### src/core/nsov_pkg.sv
// package: register map, field positions, reset values, timing constants
package nsov_pkg;
  localparam logic [7:0]  ADDR_CTRL      = 8'h00;
  localparam logic [7:0]  ADDR_LEVEL     = 8'h04;
  localparam logic [7:0]  ADDR_DELAY     = 8'h08;
  localparam logic [7:0]  ADDR_STATUS    = 8'h0C;
  localparam logic [7:0]  ADDR_IRQ_STAT  = 8'h10;
  localparam logic [7:0]  ADDR_IRQ_EN    = 8'h14;
  localparam logic [7:0]  ADDR_IRQ_CLR   = 8'h18;
  localparam logic [7:0]  ADDR_MEAS      = 8'h1C;

  localparam int CTRL_ENABLE_BIT     = 0;
  localparam int CTRL_START_ONLY_BIT = 1;
  localparam int ST_START_BIT        = 0;
  localparam int ST_TRIP_BIT         = 1;
  localparam int ST_BLOCK_BIT        = 2;
  localparam int IRQ_START_BIT       = 0;
  localparam int IRQ_TRIP_BIT        = 1;
  localparam int IRQ_DROP_BIT        = 2;
  localparam int IRQ_W               = 3;

  localparam logic [7:0]  LEVEL_MIN      = 8'h02;
  localparam logic [7:0]  LEVEL_MAX      = 8'h28;
  localparam logic [7:0]  LEVEL_RST      = 8'h1E;
  localparam logic [15:0] DELAY_MIN_MS   = 16'h0032;
  localparam logic [15:0] DELAY_MAX_MS   = 16'hEA60;
  localparam logic [15:0] DELAY_RST_MS   = 16'h0064;
  localparam logic        ENABLE_RST     = 1'b1;
  localparam logic        START_ONLY_RST = 1'b0;

  localparam int CLK_MHZ      = 250;
  localparam int TICK_US      = 1000;
  localparam int TICK_CYCLES  = TICK_US * CLK_MHZ;
  localparam int PIPE_STAGES  = 3;

  typedef enum logic [1:0] {
    NSOV_IDLE  = 2'b00,
    NSOV_TIME  = 2'b01,
    NSOV_TRIP  = 2'b11
  } nsov_state_t;
endpackage

### src/core/nsov_core.sv
// definite-time negative-sequence overvoltage decision block with apb slave
//
// Added by the designer: the placing of the registers and the APB slave port.
`timescale 1ns/1ps
// How it works
// RULE1 - upstream supplies rms negative-sequence voltage in percent
// RULE2 - start while voltage exceeds level, 2..40 percent, default 30
// RULE3 - while above level, count delay 50..60000 ms, default 100, then trip
// RULE4 - start-only setting suppresses trip; start still follows comparison
// RULE5 - external block input holds start and trip inactive
// RULE6 - outputs combine internal statuses with setting and block input
// RULE7 - configuration enable bit switches whole function off
// RULE8 - dropping to or below level clears start and restarts timing
module nsov_core #(
  parameter int          TICK_CYC = nsov_pkg::TICK_CYCLES,
  parameter int          MEAS_W   = 8
) (
  input  wire logic               pclk,
  input  wire logic               presetn,
  input  wire logic               psel,
  input  wire logic               penable,
  input  wire logic               pwrite,
  input  wire logic [7:0]         paddr,
  input  wire logic [31:0]        pwdata,
  output logic      [31:0]        prdata,
  output logic                    pready,
  output logic                    pslverr,
  input  wire logic [MEAS_W-1:0]  neg_seq_voltage,
  input  wire logic               function_block_in,
  output logic                    general_start_out,
  output logic                    general_trip_out,
  output logic                    irq
);
  import nsov_pkg::*;

  localparam int TW = $clog2(TICK_CYC + 1);

  logic                enable_q;
  logic                start_only_q;
  logic [7:0]          level_q;
  logic [15:0]         delay_q;
  logic [IRQ_W-1:0]    irq_stat_q;
  logic [IRQ_W-1:0]    irq_en_q;
  logic [TW-1:0]       tick_cnt_q;
  logic [15:0]         ms_cnt_q;
  logic                start_q;
  logic                trip_q;
  logic [MEAS_W-1:0]   meas_q;
  nsov_state_t         state_q;
  logic                blk_s;
  logic                over;
  logic                tick;
  logic                wr;
  logic                rd;
  logic                active;
  logic                due;

  function automatic logic [15:0] clamp16(input logic [15:0] v,
                                          input logic [15:0] lo,
                                          input logic [15:0] hi);
    if (v < lo) clamp16 = lo;
    else if (v > hi) clamp16 = hi;
    else clamp16 = v;
  endfunction

  nsov_sync u_blk_sync (
    .clk   (pclk),
    .rst_n (presetn),
    .din   (function_block_in),
    .dout  (blk_s)
  );

  // zero-wait slave: read data set up for the access cycle; a write
  // lands only at the access edge where pready is seen high
  assign wr = psel && penable && pready && pwrite;
  assign rd = psel && !penable && !pwrite;

  always_ff @(posedge pclk or negedge presetn) begin
    if (!presetn) begin
      pready  <= 1'b0;
      pslverr <= 1'b0;
    end else begin
      pready  <= psel && !penable;
      pslverr <= psel && !penable && (paddr > ADDR_MEAS || paddr[1:0] != 2'b00);
    end
  end

  always_ff @(posedge pclk or negedge presetn) begin
    if (!presetn) begin
      enable_q     <= ENABLE_RST;
      start_only_q <= START_ONLY_RST;
      level_q      <= LEVEL_RST;
      delay_q      <= DELAY_RST_MS;
    end else if (wr) begin
      case (paddr)
        ADDR_CTRL: begin
          enable_q     <= pwdata[CTRL_ENABLE_BIT];
          start_only_q <= pwdata[CTRL_START_ONLY_BIT];
        end
        ADDR_LEVEL: begin
          level_q <= 8'(clamp16({8'h00, pwdata[7:0]}, {8'h00, LEVEL_MIN},
                                {8'h00, LEVEL_MAX}));
        end
        ADDR_DELAY: begin
          delay_q <= clamp16(pwdata[15:0], DELAY_MIN_MS, DELAY_MAX_MS);
        end
        default: begin
        end
      endcase
    end
  end

  always_ff @(posedge pclk or negedge presetn) begin
    if (!presetn) begin
      irq_en_q <= '0;
    end else if (wr && paddr == ADDR_IRQ_EN) begin
      irq_en_q <= pwdata[IRQ_W-1:0];
    end
  end

  always_ff @(posedge pclk or negedge presetn) begin
    if (!presetn) begin
      prdata <= 32'h0000_0000;
    end else if (rd) begin
      case (paddr)
        ADDR_CTRL:     prdata <= {30'h0, start_only_q, enable_q};
        ADDR_LEVEL:    prdata <= {24'h0, level_q};
        ADDR_DELAY:    prdata <= {16'h0, delay_q};
        ADDR_STATUS:   prdata <= {29'h0, blk_s, trip_q, start_q};
        ADDR_IRQ_STAT: prdata <= {{(32-IRQ_W){1'b0}}, irq_stat_q};
        ADDR_IRQ_EN:   prdata <= {{(32-IRQ_W){1'b0}}, irq_en_q};
        ADDR_MEAS:     prdata <= {{(32-MEAS_W){1'b0}}, meas_q};
        default:       prdata <= 32'h0000_0000;
      endcase
    end
  end

  // measured value comes from logic on pclk, no synchroniser needed [RULE1]
  always_ff @(posedge pclk or negedge presetn) begin
    if (!presetn) begin
      meas_q <= '0;
    end else begin
      meas_q <= neg_seq_voltage;
    end
  end

  assign active = enable_q && !blk_s; // [RULE5] [RULE7]
  assign over   = active && (16'(meas_q) > {8'h00, level_q}); // [RULE2]
  assign tick   = (tick_cnt_q == TW'(TICK_CYC - 1));

  // millisecond prescaler restarts with each timing run
  always_ff @(posedge pclk or negedge presetn) begin
    if (!presetn) begin
      tick_cnt_q <= '0;
    end else if (!over || tick) begin
      tick_cnt_q <= '0;                                         // [RULE8]
    end else begin
      tick_cnt_q <= tick_cnt_q + TW'(1);
    end
  end

  always_ff @(posedge pclk or negedge presetn) begin
    if (!presetn) begin
      state_q  <= NSOV_IDLE;
      ms_cnt_q <= '0;
      start_q  <= 1'b0;
      trip_q   <= 1'b0;
    end else begin
      start_q <= over;                                          // [RULE2]
      case (state_q)
        NSOV_IDLE: begin
          ms_cnt_q <= '0;
          trip_q   <= 1'b0;
          if (over) state_q <= NSOV_TIME;
        end
        NSOV_TIME: begin
          if (!over) begin
            state_q  <= NSOV_IDLE;                              // [RULE8]
            ms_cnt_q <= '0;
          end else if (tick) begin
            if (due) begin
              state_q <= NSOV_TRIP;                             // [RULE3]
              trip_q  <= 1'b1;
            end
            ms_cnt_q <= ms_cnt_q + 16'h0001;
          end
        end
        NSOV_TRIP: begin
          if (!over) begin
            state_q <= NSOV_IDLE;                               // [RULE8]
            trip_q  <= 1'b0;
          end
        end
        default: state_q <= NSOV_IDLE;
      endcase
    end
  end

  // outputs combine statuses with start-only and disable terms
  always_ff @(posedge pclk or negedge presetn) begin
    if (!presetn) begin
      general_start_out <= 1'b0;
      general_trip_out  <= 1'b0;
    end else begin
      general_start_out <= start_q && active;                   // [RULE6]
      general_trip_out  <= trip_q && active && !start_only_q;   // [RULE4]
    end
  end

  // set wins over a clear written in the same cycle
  logic [IRQ_W-1:0] ev;
  logic [IRQ_W-1:0] clr;
  assign due = (ms_cnt_q + 16'h0001) >= delay_q;
  assign ev  = {start_q && !over,
                over && tick && due && state_q == NSOV_TIME,
                over && !start_q};
  assign clr = (wr && paddr == ADDR_IRQ_CLR) ? pwdata[IRQ_W-1:0] : '0;

  always_ff @(posedge pclk or negedge presetn) begin
    if (!presetn) begin
      irq_stat_q <= '0;
      irq        <= 1'b0;
    end else begin
      irq_stat_q <= (irq_stat_q & ~clr) | ev;
      irq        <= |(((irq_stat_q & ~clr) | ev) & irq_en_q);
    end
  end
endmodule

### src/core/nsov_sync.sv
// three-stage synchroniser with second/third agreement filter
`timescale 1ns/1ps
module nsov_sync (
  input  wire logic clk,
  input  wire logic rst_n,
  input  wire logic din,
  output logic      dout
);
  logic s1_q;
  logic s2_q;
  logic s3_q;

  always_ff @(posedge clk or negedge rst_n) begin
    if (!rst_n) begin
      s1_q <= 1'b0;
      s2_q <= 1'b0;
      s3_q <= 1'b0;
    end else begin
      s1_q <= din;
      s2_q <= s1_q;
      s3_q <= s2_q;
    end
  end

  // change counts only once stages two and three agree
  always_ff @(posedge clk or negedge rst_n) begin
    if (!rst_n) begin
      dout <= 1'b0;
    end else if (s2_q == s3_q) begin
      dout <= s3_q;
    end
  end
endmodule

### config.mk
export PLATFORM = sky130hd
export DESIGN_NAME = nsov_core
export DESIGN_NICKNAME = d
export VERILOG_FILES = /design/src/core/nsov_pkg.sv /design/src/core/nsov_core.sv /design/src/core/nsov_sync.sv
export SDC_FILE = /design/constraint.sdc
export NUM_CORES = 1
export LEC_CHECK = 0
export ABC_AREA = 1
export BUFFER_PORTS_ARGS = -buffer_cell sky130_fd_sc_hd__buf_4
export CAP_MARGIN = 40
export CORE_ASPECT_RATIO = 1.1
export CORE_UTILIZATION = 57
export CTS_CLUSTER_SIZE = 30
export DETAILED_ROUTE_END_ITERATION = 6
export PLACE_DENSITY_LB_ADDON = 0.25
export SLEW_MARGIN = 20
export SYNTH_ARGS = -nofsm -noshare
export SYNTH_HDL_FRONTEND = slang
export SYNTH_SLANG_ARGS = --single-unit
### constraint.sdc
create_clock -name pclk -period 2.69 [get_ports pclk]
set_input_delay 0.4035 -clock pclk [delete_from_list [all_inputs] [get_ports pclk]]
set_output_delay 0.4035 -clock pclk [all_outputs]
set_load 0.01 [all_outputs]
==> results.json, run 1 <==
{
  "violations": "negative hold slack",
  "vias": 4823,
  "setup_viol": 0,
  "synthTopCellsByCount": "146 x nand2_1, 95 x dfrtp_1, 86 x inv_1",
  "worstPathRequired_ns": 3.01,
  "fin_util_pct": 65.9,
  "areaGrowthSynthToFinish_pct": 11.9,
  "yosysTopAreaCell": "dfrtp_1",
  "power.density_nw_per_um2": 405,
  "ys_warn_count": 0,
  "clock-sinks": 103,
  "path_clk_slew_ns": 0.10,
  "async_reset_ff_share_pct": 100,
  "synth_most_common_cell": "nand2_1",
  "critPathLaunchType": "register",
  "outcome": "finished with violations",
  "ys_ff_latch": 103,
  "clk_latency_ns": 0.38,
  "grt_pass1_wl_um": 22100,
  "clock_skew_ns": 0.0134,
  "drc": 0,
  "yosysTopAreaCellShare_pct": 40.7,
  "drt-pass1-iter-count": 4,
  "nNetsFinal": 832,
  "cap_violations": 0,
  "grt_pass1_vias": 4952,
  "slew_headroom_pct": 46.3,
  "cts-root-buf": "clkbuf_8",
  "cts_buffers": 9,
  "postRouteAntennaNets": 0,
  "die_w_um": 98.6,
  "drive_above_1_share_pct": 21.4,
  "syn_area_um2": 5850,
  "whs_ns": -0.00206,
  "totalWireLength_um": 12800,
  "synthTopCellsByArea": "dfrtp_1 41%, nand2_1 9.4%, ha_1 5.6%, inv_1 5.5%, nand3_1 4.5%",
  "post-dp-hpwl_um": 9510,
  "cts_max_path_buffers": 2,
  "synth_cell_types": 48,
  "crit_fanout": 4,
  "die_area_um2": 10700,
  "p_leak_nw": 3.32,
  "n_antenna_cell": 0,
  "synth_flop_cell": "dfrtp_1",
  "grt_max_degree": 43,
  "grt_util_all_layers_pct": 26.4,
  "cp.arrival_ns": 3.00,
  "cp-end-kind": "register",
  "ios": 91,
  "hold_viol_final": 3,
  "layout_min_cycle_time_ns": 2.68,
  "wl_per_cell_um": 14.6,
  "fmax_ghz": 0.374,
  "maxSlewViolCount": 0,
  "core_area_um2": 9940,
  "crit_type": "reg2reg",
  "netlist_instances": 692,
  "ir_drop_v": 0.000337,
  "cts_tree": "built",
  "vias_per_cell": 5.50,
  "worst_pin_slew_ns": 0.802,
  "port_buffers": 58,
  "worstHoldPathType": "in2async",
  "overflow": 0,
  "cts_hold_buf": 0,
  "synth-seq-area-share_pct": 44.3,
  "antenna_found_initial": 0,
  "layout_worst_path_cycle_share_pct": 99.5,
  "avgSynthCellArea_um2": 8.45,
  "htree_levels": 3,
  "rows": 38,
  "initial_core_util_pct": 58.8,
  "fp.dieH_um": 108,
  "gp_congestion": 0.920,
  "drt_iter0_markers": 224,
  "tns_ns": 0,
  "synth-edff-count": 0
}
cell usage in the layout, fill, tap and decap left out, types with 2 or more instances in the layout:
| master | Yosys | layout |
|---|---|---|
| o221ai_1 | 6 | 6 |
| ha_1 | 26 | 24 |
| dfrtp_1 | 95 | 95 |
| a31oi_1 | 2 | 2 |
| o21ai_0 | 26 | 25 |
| clkinv_2 | 0 | 5 |
| xnor2_1 | 5 | 5 |
| nor2_2 | 9 | 8 |
| a21oi_1 | 22 | 22 |
| nor2_4 | 5 | 6 |
| dfstp_2 | 8 | 8 |
| nor4_1 | 5 | 5 |
| nand2_4 | 4 | 4 |
| o21ai_1 | 9 | 9 |
| buf_4 | 17 | 63 |
| nor2_1 | 43 | 43 |
| nand3_1 | 53 | 53 |
| nand2_2 | 20 | 24 |
| nor3_1 | 14 | 14 |
| xor2_1 | 18 | 17 |
| inv_2 | 6 | 6 |
| clkbuf_8 | 0 | 10 |
| conb_1 | 1 | 16 |
| o31ai_1 | 8 | 8 |
| nor2_8 | 2 | 2 |
| nand2_1 | 146 | 142 |
| inv_1 | 86 | 86 |
| nand4_1 | 15 | 15 |
| o21ai_2 | 10 | 11 |
cell type report:
cell class                 count  area [um2]
inverter                      93         349
timing repair buffer          64         493
tap                          120         150
clock inverter                 6        33.8
clock buffer                  10         138
multi-input combinational    481        2790
fill                         819        3390
sequential                   103        2590
critical path, stage by stage (launching register included):
cell	delay, ns
dfrtp_1	0.40
ha_2	0.21
nand2_2	0.06
nor2_4	0.16
nand3_4	0.12
nor2_4	0.19
nand2_2	0.07
xor2_1	0.15
inv_1	0.10
ha_4	0.27
nand4_1	0.11
nor3_1	0.25
nand2_1	0.10
nand2_2	0.09
nand2_2	0.07
o21ai_2	0.16
nand2_1	0.06
nand2_1	0.05
logic make-up (layout without fill, tap and decap cells):
group                    count (synthesis)  count (layout)  synth area share, %
buffers and inverters                  123             173                 9.76
XOR/XNOR                                23              23                 3.45
flip-flops                             103             103                 44.3
AND/OR/NAND/NOR                        326             326                 27.3
adder cells (fa/ha/maj)                 27              27                 5.74
AO/OA/AOI/OAI                           89              89                 9.44
other                                    1              16               0.0641
what timing repair did:
action | 4_1_cts | 5_1_grt
gates resized for setup | 0 | 11
buffers inserted | 0 | 3
setup endpoints to repair | 0 | 4
stage by stage:
step                instances  cell area (um2)  power (mW)  setup slack [ns]  hold WS (ns)
detailed placement        858             6300        1.79             0.142         0.351
floorplan                 707             5900        1.69             0.485         0.108
global placement          858             6300        1.78             0.234         0.346
global route              877             6550        2.76            -0.176        0.0396
finish                    877             6550        2.65            0.0136      -0.00206
CTS                       874             6470        2.68            0.0811        0.0124
state kept, by name, indices dropped and copies added (netlist names), 2 cells and up:
signal	count
delay_q	16
irq_en_q	3
irq_stat_q	3
level_q	8
meas_q	8
ms_cnt_q	16
prdata	16
state_q	2
tick_cnt_q	18
metal layers:
metal	share of wire, %	vias up	global-route usage [%]	wire [um]
li1	-	2331	-	-
met1	42	2322	33.0	5440
met2	50	132	43.9	6390
met3	4.2	38	4.46	544
met4	3.5	0	14.8	446
met5	0	-	0	0
final timing paths:
check                              startpoint              end  slack (ns)  cells after the start
setup / recovery                  ms_cnt_q[0]              irq        0.01                     17
hold / removal                        presetn       prdata[15]      -0.002                      1
setup reg to reg                  ms_cnt_q[0]              irq        0.01                     17
hold reg to reg               u_blk_sync.s1_q  u_blk_sync.s2_q        0.37                      0
max in group asynchronous             presetn         enable_q        1.90                      2
min in group pclk          neg_seq_voltage[0]        meas_q[0]        0.12                      1
power by group:
part           internal, mW  total (mW)  switching [mW]
Combinational        0.0658       0.184           0.119
Sequential             1.57        1.58         0.00986
Clock                 0.357       0.890           0.533
Total                  1.99        2.65           0.661
Power figures use the tool's default switching activity.
==> run 2: changes to the inputs <==
ABC_AREA = 0   (was 1)
CAP_MARGIN = default   (was 40)
==> run 2 against run 1 <==
  * The run ends with negative hold slack, negative setup slack left
  * Global-route usage shrank 0.67 points
  * Final cell count fell by 10%
  * Clock skew down 0.0026 ns
  * Maximum frequency down 11%
  * Cell area increased by 3.0%
  * Critical path depth decreased by 4
  * Flip-flop and latch count stayed put
  * Setup slack worse by 0.32 ns
==> results.json, run 2 <==
{
  "clk_latency_ns": 0.38,
  "critPathLaunchType": "register",
  "path_clk_slew_ns": 0.11,
  "synth_most_common_cell": "dfrtp_1",
  "final_cell_mix": "104 x buf_4, 94 x dfrtp_1, 45 x nand2_1",
  "grt_util_all_layers_pct": 25.7,
  "synth-edff-count": 0,
  "cts_max_path_buffers": 2,
  "layout_worst_path_cycle_share_pct": 111,
  "fillers": 695,
  "ys_ff_latch": 103,
  "rows": 37,
  "synth_compound_area_share_pct": 16.8,
  "fmax_ghz": 0.334,
  "nNetsFinal": 747,
  "critPathTopFamily": "simple AND/OR/NAND/NOR gates",
  "wl_per_cell_um": 16.3,
  "cts_buffers": 9,
  "avgSynthCellArea_um2": 9.90,
  "yosysTopAreaCell": "dfrtp_1",
  "rsz0062_at_grt": "yes",
  "maxSlewViolCount": 0,
  "port_buffers": 58,
  "post-dp-hpwl_um": 9410,
  "cp-end-kind": "register",
  "cts_tree": "built",
  "drive_above_1_share_pct": 24.7,
  "yosysTopAreaCellShare_pct": 42.1,
  "place_worst_setup_slack_ns": -0.284,
  "layout_setup_ws_ns": -0.302,
  "vias_per_cell": 5.97,
  "p_leak_nw": 3.16,
  "synthSimpleGateAreaFrac_pct": 18.1,
  "synth-xor-area-share_pct": 4.34,
  "synth-seq-area-share_pct": 45.8,
  "slowest_stage": "or4_4",
  "grt_pass1_vias": 4599,
  "synthMuxAreaShare_pct": 2.32,
  "synth_top_family_by_area": "simple AND/OR/NAND/NOR gates",
  "cap_violations": 0,
  "final_cells": 789,
  "drc": 0,
  "largest_register": "tick_cnt_q",
  "core_area_um2": 9490,
  "vias": 4714,
  "worstHoldPathType": "in2async",
  "htree_levels": 3,
  "violations": "negative hold slack, negative setup slack",
  "power.density_nw_per_um2": 403,
  "synthTopCellsByArea": "dfrtp_1 42%, ha_1 5.8%, dfstp_2 3.7%, a22o_1 3.7%, nand2_1 3.0%",
  "cp.arrival_ns": 3.30,
  "placed_cells": 765,
  "initial_core_util_pct": 59.6,
  "synth-adder-area-share_pct": 5.93,
  "hold_viol_final": 2,
  "ir_drop_v": 0.000357,
  "fp.dieH_um": 106,
  "worstPathRequired_ns": 3.00,
  "ios": 91,
  "crit_type": "reg2reg",
  "syn_area_um2": 5650,
  "ys_warn_count": 0,
  "grt_max_degree": 60,
  "reg2reg_depth": 13,
  "worst_pin_slew_ns": 0.645,
  "setup_viol": 4,
  "largest_reg_flops": 18,
  "antenna_found_initial": 0,
  "drt_iter0_markers": 327,
  "overflow": 0,
  "path_cells": "buf_4 -> nand3_2 -> or3_4 -> nor2_4 -> nand3_4 -> xnor2_2 -> ha_1 -> nand4_1 -> or4_4 -> a221oi_4 -> nor3_4 -> nand2b_1 -> a21oi_1",
  "layout_min_cycle_time_ns": 2.99,
  "final_common_cell": "buf_4",
  "totalWireLength_um": 12900,
  "worst-path-buf-inv": 1,
  "async_reset_ff_share_pct": 100,
  "synthTopCellsByCount": "95 x dfrtp_1, 45 x nand2_1, 43 x inv_1",
  "crit_fanout": 4,
  "drt-pass1-iter-count": 5,
  "cts-root-buf": "clkbuf_8",
  "grt_pass1_wl_um": 21200,
  "areaGrowthSynthToFinish_pct": 19.3,
  "gp_congestion": 0.913,
  "slew_headroom_pct": 57.0,
  "tns_ns": -1.10,
  "postRouteAntennaNets": 0,
  "netlist_instances": 571,
  "synth_flop_cell": "dfrtp_1",
  "outcome": "finished with violations",
  "whs_ns": -0.00548,
  "die_w_um": 96.9,
  "die_area_um2": 10300,
  "critical_path_depth": 13,
  "clock_skew_ns": 0.0108,
  "clock-sinks": 103,
  "critPathMaxStageDelay_ns": 0.55,
  "n_antenna_cell": 0,
  "synth_cell_types": 70
}
==> run 2: final timing paths <==
check | start | end | slack [ns]
min in group pclk | function_block_in | u_blk_sync.s1_q | 0.12
worst max register to register | ms_cnt_q[2] | state_q[1] | -0.30
max in group asynchronous | presetn | delay_q[2] | 1.94
worst max-delay path | ms_cnt_q[2] | state_q[1] | -0.30
worst min-delay path | presetn | pslverr | -0.005
worst min register to register | u_blk_sync.s1_q | u_blk_sync.s2_q | 0.36
==> run 2: layer usage <==
metal / wire length, um / share of wire [%] / global-route usage [%]
met5: 0 / 0 / 0
met4: 297 / 2.3 / 10.1
met3: 581 / 4.5 / 5.06
met1: 5590 / 43 / 32.4
met2: 6410 / 50 / 43.7
==> run 2: timing repair <==
action | 4_1_cts | 5_1_grt
setup endpoints to repair | 4 | 4
hold buffers | 0 | 0
gates resized for setup | 3 | 8
pin swaps | 10 | 7
buffers inserted | 3 | 5
==> run 2: logic make-up (layout without fill, tap and decap cells) <==
family / Yosys count / after routing
AO/OA/AOI/OAI: 138 / 138
XOR/XNOR: 28 / 28
adder cells (fa/ha/maj): 27 / 27
buffers and inverters: 78 / 164
flip-flops: 103 / 103
multiplexers: 10 / 10
other: 1 / 16
AND/OR/NAND/NOR: 186 / 186
==> run 2: area by class of cell <==
type / instances / area (um2) / share of cell area (%)
flip-flops and latches: 103 / 2590 / 38.4
clock inverters: 6 / 57.6 / 0.854
clock buffers: 10 / 128 / 1.89
well taps: 117 / 146 / 2.17
multi-input cells: 405 / 2860 / 42.4
inverters: 43 / 161 / 2.39
repair buffers: 105 / 801 / 11.9
==> run 2: per-stage QoR <==
step / cell area, um2 / util (%) / power [mW]
after floorplan: 5760 / - / 1.69
after global placement: 6430 / 67.8 / 1.78
after detailed placement: 6430 / 67.8 / 1.79
after CTS: 6660 / 70.2 / 2.74
after global routing: 6740 / 71.0 / 2.83
final: 6740 / 71.0 / 2.71
==> run 2: worst reg2reg max path: stages, from the launching register on <==
cell and delay (ns):
dfrtp_1 0.43, buf_4 0.15, nand3_2 0.08, or3_4 0.36, nor2_4 0.13, nand3_4 0.09
xnor2_2 0.15, ha_1 0.29, nand4_1 0.12, or4_4 0.55, a221oi_4 0.23, nor3_4 0.08
nand2b_1 0.14, a21oi_1 0.11
==> run 2: where the power goes <==
part / switching, mW / internal (mW) / total, mW
combinational: 0.110 / 0.0734 / 0.184
sequential: 0.00995 / 1.56 / 1.57
clock: 0.593 / 0.364 / 0.957
total: 0.713 / 2.00 / 2.71
